[config.mk]
export PLATFORM = sky130hd
export DESIGN_NAME = hm_i2c_host
export DESIGN_NICKNAME = d
export VERILOG_FILES = /design/src/verilog/hm_pkg.sv /design/src/verilog/hm_i2c_host.sv
export SDC_FILE = /design/constraint.sdc
export NUM_CORES = 1
export LEC_CHECK = 0
export BUFFER_PORTS_ARGS = -buffer_cell sky130_fd_sc_hd__buf_4
export CAP_MARGIN = 30
export CORE_UTILIZATION = 31
export DETAILED_ROUTE_END_ITERATION = 12
export PLACE_DENSITY_LB_ADDON = 0.12
export SLEW_MARGIN = 10
export SYNTH_ARGS = -nofsm -noshare
export SYNTH_HDL_FRONTEND = slang
export SYNTH_SLANG_ARGS = --single-unit
[constraint.sdc]
create_clock -name sys_clk_in -period 5.4 [get_ports sys_clk_in]
set_input_delay 1.08 -clock sys_clk_in [delete_from_list [all_inputs] [get_ports sys_clk_in]]
set_output_delay 1.08 -clock sys_clk_in [all_outputs]
set_load 0.005 [all_outputs]
[src/verilog/hm_pkg.sv]
// Constants, carrier types and states for the two-wire display host
package hm_pkg;
  // Clock and bus timing
  localparam int CLK_NS = 50;
  localparam int QTR_NS = 625;
  localparam int QTR_CYC = (QTR_NS + CLK_NS - 1) / CLK_NS;
  localparam int BUS_FREE_NS = 1300;
  localparam int FREE_CYC = (BUS_FREE_NS + CLK_NS - 1) / CLK_NS;
  localparam logic [7:0] QTR_LAST = 8'(QTR_CYC - 1);
  localparam logic [7:0] FREE_LAST = 8'(FREE_CYC - 1);

  // Address byte layout and byte framing
  localparam logic [5:0] ADDR_HI = 6'h1c;
  localparam logic [7:0] RESYNC_BYTE = 8'h00;
  localparam logic [3:0] BIT_FIRST = 4'h8;
  localparam logic [3:0] BIT_ACK = 4'h0;

  // One byte offered by the user side
  typedef struct packed {
    logic [7:0] data;
    logic cmd_last;
    logic xfer_last;
  } hm_byte_t;

  typedef enum logic [2:0] {
    ST_IDLE,
    ST_BUSFREE,
    ST_START,
    ST_BIT,
    ST_LOAD,
    ST_STOP
  } hm_state_t;
endpackage

[src/verilog/hm_i2c_host.sv]
// Two-wire bus master that writes commands and data to the display driver
// Behaviour
// - Bus idle means both lines high
// - Master starts only on an idle bus
// - SDA falling with SCL high is START
// - SDA rising with SCL high is STOP
// - SDA stays steady while SCL is high
// - Unlimited bytes between START and STOP
// - Eight bits then one acknowledge pulse
// - Master always sends write bit zero
// - Transfer opens with START then address
// - Command MSB flags more commands follow
// - After reset send START, zero, STOP
`timescale 1ns/1ps
`default_nettype none
module hm_i2c_host
(
  input wire logic sys_clk_in, // 20 MHz system clock
  input wire logic resetn_in, // Async reset, active low
  input wire logic address_select_pin_in, // Level strapped on target
  input wire hm_pkg::hm_byte_t byte_in, // Byte with framing flags
  input wire logic byte_valid_in, // Byte offered
  output logic byte_ready_out, // Byte taken this cycle
  output logic busy_out, // Transfer in progress
  output logic done_out, // Transfer finished, pulse
  output logic nack_out, // Transfer refused, pulse
  input wire logic scl_in, // Clock line level
  output logic scl_out, // Clock line drive value
  output logic scl_oe_n_out, // Clock line pulled low when 0
  input wire logic sda_in, // Data line level
  output logic sda_out, // Data line drive value
  output logic sda_oe_n_out // Data line pulled low when 0
);
  import hm_pkg::*;

  hm_state_t state_reg;
  logic scl_m_reg;
  logic scl_s_reg;
  logic sda_m_reg;
  logic sda_s_reg;
  logic sel_m_reg;
  logic sel_s_reg;
  logic [7:0] cnt_reg;
  logic [1:0] qtr_reg;
  logic [3:0] bit_idx_reg;
  logic [7:0] tx_byte_reg;
  logic scl_oe_n_reg;
  logic sda_oe_n_reg;
  logic init_pend_reg;
  logic first_reg;
  logic cmd_phase_reg;
  logic cur_cmd_reg;
  logic cur_last_cmd_reg;
  logic last_reg;
  logic nack_seen_reg;
  logic done_reg;
  logic nack_reg;
  logic bus_idle;
  logic stalled;
  logic qtr_end;

  // Pins come from another domain: two flops before any use
  always_ff @(posedge sys_clk_in or negedge resetn_in)
  begin
    if (!resetn_in)
    begin
      scl_m_reg <= 1'b1;
      scl_s_reg <= 1'b1;
      sda_m_reg <= 1'b1;
      sda_s_reg <= 1'b1;
      sel_m_reg <= 1'b0;
      sel_s_reg <= 1'b0;
    end
    else
    begin
      scl_m_reg <= scl_in;
      scl_s_reg <= scl_m_reg;
      sda_m_reg <= sda_in;
      sda_s_reg <= sda_m_reg;
      // Strap is a pin too; a slow edge must not split the address byte
      sel_m_reg <= address_select_pin_in;
      sel_s_reg <= sel_m_reg;
    end
  end

  // Idle bus and clock stretching; high quarters wait for SCL to rise
  assign bus_idle = sda_s_reg && scl_s_reg;
  assign stalled = qtr_reg[1] && !scl_s_reg;
  assign qtr_end = (cnt_reg == QTR_LAST) && !stalled;

  // Sequencer for START, bits, acknowledge slots and STOP
  always_ff @(posedge sys_clk_in or negedge resetn_in)
  begin
    if (!resetn_in)
    begin
      state_reg <= ST_IDLE;
      cnt_reg <= 8'h00;
      qtr_reg <= 2'h0;
      bit_idx_reg <= 4'h0;
      tx_byte_reg <= 8'h00;
      scl_oe_n_reg <= 1'b1;
      sda_oe_n_reg <= 1'b1;
      init_pend_reg <= 1'b1;
      first_reg <= 1'b0;
      cmd_phase_reg <= 1'b0;
      cur_cmd_reg <= 1'b0;
      cur_last_cmd_reg <= 1'b0;
      last_reg <= 1'b0;
      nack_seen_reg <= 1'b0;
      done_reg <= 1'b0;
      nack_reg <= 1'b0;
    end
    else
    begin
      done_reg <= 1'b0;
      nack_reg <= 1'b0;
      unique case (state_reg)
        ST_IDLE:
        begin
          cnt_reg <= 8'h00;
          qtr_reg <= 2'h0;
          nack_seen_reg <= 1'b0;
          // Resync transfer always goes first after reset
          if (init_pend_reg || byte_valid_in)
            state_reg <= ST_BUSFREE;
        end
        ST_BUSFREE:
        begin
          // Another master's traffic restarts the idle count
          if (!bus_idle)
            cnt_reg <= 8'h00;
          else if (cnt_reg == FREE_LAST)
          begin
            cnt_reg <= 8'h00;
            sda_oe_n_reg <= 1'b0;
            state_reg <= ST_START;
          end
          else
            cnt_reg <= 8'(cnt_reg + 8'h01);
        end
        ST_START:
        begin
          if (cnt_reg == QTR_LAST)
          begin
            cnt_reg <= 8'h00;
            qtr_reg <= 2'(qtr_reg + 2'h1);
            if (qtr_reg == 2'h1)
            begin
              // Address byte right after START, or the zero byte while resync is pending; write bit zero
              scl_oe_n_reg <= 1'b0;
              qtr_reg <= 2'h0;
              bit_idx_reg <= BIT_FIRST;
              tx_byte_reg <= init_pend_reg ? RESYNC_BYTE :
                {ADDR_HI, sel_s_reg, 1'b0};
              first_reg <= 1'b1;
              last_reg <= 1'b0;
              cmd_phase_reg <= !init_pend_reg;
              cur_cmd_reg <= 1'b0;
              state_reg <= ST_BIT;
            end
          end
          else
            cnt_reg <= 8'(cnt_reg + 8'h01);
        end
        ST_BIT:
        begin
          if (qtr_end)
          begin
            cnt_reg <= 8'h00;
            qtr_reg <= 2'(qtr_reg + 2'h1);
            unique case (qtr_reg)
              // Data changes only a quarter into the low phase
              2'h0: sda_oe_n_reg <= (bit_idx_reg == BIT_ACK) ? 1'b1 :
                tx_byte_reg[3'(bit_idx_reg - 4'h1)];
              2'h1: scl_oe_n_reg <= 1'b1;
              2'h2: scl_oe_n_reg <= 1'b1;
              2'h3:
              begin
                scl_oe_n_reg <= 1'b0;
                if (bit_idx_reg != BIT_ACK)
                  bit_idx_reg <= 4'(bit_idx_reg - 4'h1);
                else if (!init_pend_reg && sda_s_reg)
                begin
                  // Released line in the slot: target did not answer
                  nack_seen_reg <= 1'b1;
                  state_reg <= ST_STOP;
                end
                else if (init_pend_reg || last_reg)
                  state_reg <= ST_STOP;
                else
                  state_reg <= ST_LOAD;
              end
            endcase
          end
          else if (!stalled)
            cnt_reg <= 8'(cnt_reg + 8'h01);
        end
        ST_LOAD:
        begin
          // SCL held low while waiting, so a slow source only stretches
          if (byte_valid_in)
          begin
            tx_byte_reg <= cmd_phase_reg ?
              {!byte_in.cmd_last, byte_in.data[6:0]} : byte_in.data;
            if (byte_in.cmd_last)
              cmd_phase_reg <= 1'b0;
            cur_cmd_reg <= cmd_phase_reg;
            cur_last_cmd_reg <= byte_in.cmd_last;
            last_reg <= byte_in.xfer_last;
            first_reg <= 1'b0;
            bit_idx_reg <= BIT_FIRST;
            state_reg <= ST_BIT;
          end
        end
        ST_STOP:
        begin
          if (qtr_end)
          begin
            cnt_reg <= 8'h00;
            qtr_reg <= 2'(qtr_reg + 2'h1);
            unique case (qtr_reg)
              2'h0: sda_oe_n_reg <= 1'b0;
              2'h1: scl_oe_n_reg <= 1'b1;
              2'h2: scl_oe_n_reg <= 1'b1;
              2'h3:
              begin
                sda_oe_n_reg <= 1'b1;
                init_pend_reg <= 1'b0;
                done_reg <= 1'b1;
                nack_reg <= nack_seen_reg;
                state_reg <= ST_IDLE;
              end
            endcase
          end
          else if (!stalled)
            cnt_reg <= 8'(cnt_reg + 8'h01);
        end
        default: state_reg <= ST_IDLE;
      endcase
    end
  end

  // Open-drain drive: value is always low, enables carry the level
  assign scl_out = 1'b0;
  assign sda_out = 1'b0;
  assign scl_oe_n_out = scl_oe_n_reg;
  assign sda_oe_n_out = sda_oe_n_reg;
  assign byte_ready_out = (state_reg == ST_LOAD) && byte_valid_in;
  assign busy_out = (state_reg != ST_IDLE);
  assign done_out = done_reg;
  assign nack_out = nack_reg;
endmodule
`default_nettype wire

==> run_results.csv <==
group,metric,value,unit
route,drt_iter0_markers,69,
yosys,yosysTopAreaCellShare,34.1,%
worst_setup_path,path_delay_family,"buffers and inverters",
placed_design,placed_cells_incl_taps,354,
sta,relSlewSlack,56.1,%
route,drtPass1Iterations,4,
route,drc,0,
yosys,ys_seq_area_share,41.9,%
yosys,synth_top_area_cell,"dfrtp_1",
final_layout,multi_input_area,1250,sq um
sta,setup_viol_count_final,0,
sta,drv_slew,0,
route,wl,5.49,mm
floorplanning,die_w,89.0,microns
yosys,syn_avg_cell_area,9.59,sq um
cts,clock_path_buffers,2,
final_layout,area.growth.synth_to_final,15.5,%
floorplanning,coreArea,7290,sq um
worst_setup_path,rr_startpoint,"state_reg[0]",
sta,rsz0062_at_grt,"no",
final_layout,final_common_cell,"dfrtp_1",
worst_setup_path,reg2reg_depth,5,
cts,cts-root-buf,"clkbuf_8",
floorplanning,boundaryPins,24,
final_layout,final_cell_mix,"dfrtp_1, buf_4, nand2_1, o21ai_0, nor2_1",
yosys,synth_area_leaders,"dfrtp_1, dfstp_2, ha_1, o21ai_0, nand2_1",
yosys,yosys_warnings,0,
global_route,grt_pass1_wl,8.85,mm
route,wire_per_inst,15.2,microns
cts,cts.sinks,39,
yosys,synth-seq-cells,39,
cts,cts_buffers,5,
worst_setup_path,crit_path_frequent_cell,"buf_4",
final_layout,fin_cells,362,
cts,clk_pin_slew_worst_paths,80,ps
hold_path,min_path_cells,0,
cts,clk-insertion-delay-late,290,ps
worst_setup_path,cp_max_fo,8,
cts,post_cts_buffers,0,
floorplanning,dieArea,7930,sq um
sta,hold_viol,0,
sta,fin_hold_ws,355,ps
yosys,synth_cells,245,
placed_design,io_buffer_count,21,
hold_path,min-delay-start,"sel_m_reg",
global_route,grt_pass1_vias,1725,
floorplanning,fp-row-count,31,
power_and_ir_drop,p_leak,1.17,nW
outcome,status,"completed",
placed_design,place_congestion,0.766,
yosys,synth_edf_count,0,
route,avgViaCountPerCell,5.20,
final_layout,seq_area,985,sq um
power_and_ir_drop,vdd_drop_max,0.130,mV
final_layout,fin_nets,287,
worst_setup_path,critPathLaunchType,"input port",
placed_design,dpl.hpwl,3.97,mm
cts,cts_tree,"yes",
sta,tns,0,ps
sta,fin_skew,9.29,ps
sta,finalCritPeriodShare,52.7,%
worst_setup_path,cpMaxStageDelayCell,"nor4bb_1",
cts,htree_levels,2,
global_route,grt_usage,14.8,%
global_route,grt_overflow,0,
worst_setup_path,end_kind,"primary output",
cts,cts_resized,0,
global_route,grt_max_degree,40,
route,vias,1883,
worst_setup_path,crit_type,"input port to primary output",
worst_setup_path,path_cells,"buf_4 -> nor4bb_1 -> buf_4 -> buf_4",
final_layout,fillers,784,
route,postRouteAntennaNets,0,
sta,min_period,2850,ps
power_and_ir_drop,power.density,282,nW/um^2
yosys,synthFlopType,"dfrtp_1",
hold_path,whs_endpoint,"sel_s_reg",
worst_setup_path,crit_buf_inv,3,
floorplanning,fp.dieH,89.0,microns
worst_setup_path,critPathArrivalTime,1770,ps
hold_path,min_path_type,"register to register",
sta,worst_pin_slew,659,ps
global_route,antenna_found_initial,0,
flow_run,maxCapViolations,0,
sta,fmax,351,MHz
worst_setup_path,cp.required,4320,ps
yosys,syn_area,2350,sq um
final_layout,diodes,0,
floorplanning,initial_core_util,32.2,%
power_and_ir_drop,finalPower,0.000765,W
final_layout,drive_gt1_share,18.3,%
worst_setup_path,timing.reg2reg.setup_slack,2770,ps
worst_setup_path,max_stage_delay,260,ps
worst_setup_path,r2r-end,"cnt_reg[6]",
cts,hold_buffers,0,
yosys,async_flop_share,100,%
yosys,ys_types,54,
-- worst max path at each step --
stage / start / end / slack [ps] / cells past startpoint
after global placement: byte_valid_in / byte_ready_out / 2550 / 4
after floorplan: byte_valid_in / byte_ready_out / 2830 / 2
after CTS: byte_valid_in / byte_ready_out / 2550 / 4
after detailed placement: byte_valid_in / byte_ready_out / 2540 / 4
final: byte_valid_in / byte_ready_out / 2550 / 4
after global routing: state_reg[0] / busy_out / 2430 / 3
-- per-stage QoR --
| step | utilization, % | instance area (sq um) | setup WS (ps) |
|---|---|---|---|
| final | 37.2 | 2710 | 2550 |
| after global routing | 37.2 | 2710 | 2430 |
| after CTS | 37.2 | 2710 | 2550 |
| after detailed placement | 35.4 | 2580 | 2540 |
| after global placement | 35.4 | 2580 | 2550 |
| after floorplan | - | 2350 | 2830 |
-- synth_stat cells, types with 4 or more instances --
master     n
and3b_1    4
nand2b_1   4
dfrtp_1   32
mux2_2     4
dfstp_2    7
a21oi_1   14
nand2_1   19
inv_1     14
nand4_1    4
o32ai_1    6
nor3_1     5
and2_1     4
buf_2      4
nand3_1    7
a22o_1     7
clkbuf_1   6
mux2i_1    7
nor2_1    15
ha_1       9
o21ai_0   19
nor2b_1    5
-- layout make-up --
cell class                      count  area share [%]
Clock buffer                        6            2.68
Clock inverter                      2            2.21
Inverter                           14            1.94
Multi-Input combinational cell    180            46.2
Sequential cell                    39            36.3
Tap cell                           99            4.57
Timing Repair Buffer               22            6.09
-- kinds of logic (layout without fill, tap and decap cells) --
logic type      count (synthesis)  count (layout)  synth area share [%]
compound gates                 71              71                  21.3
xor+xnor                        1               1                 0.373
fa+ha+maj                       9               9                  4.79
buf+inv                        27              44                  4.85
flops                          39              39                  41.9
mux                            14              14                  7.30
other cells                     1               2                 0.160
simple gates                   83              83                  19.3
-- power breakdown --
part           total, W  internal [W]  switching, W
Combinational  0.000127     0.0000545     0.0000725
Sequential     0.000348      0.000317     0.0000316
Clock          0.000290      0.000185      0.000105
-- routing by layer --
layer	track usage [%]	wire length, microns	up-vias
li1	-	-	929
met1	22.5	2880	910
met2	21.2	2350	37
met3	2.86	189	7
met4	3.90	61	0
met5	0	0	-
Note: power is estimated with default switching activity, not from simulation.
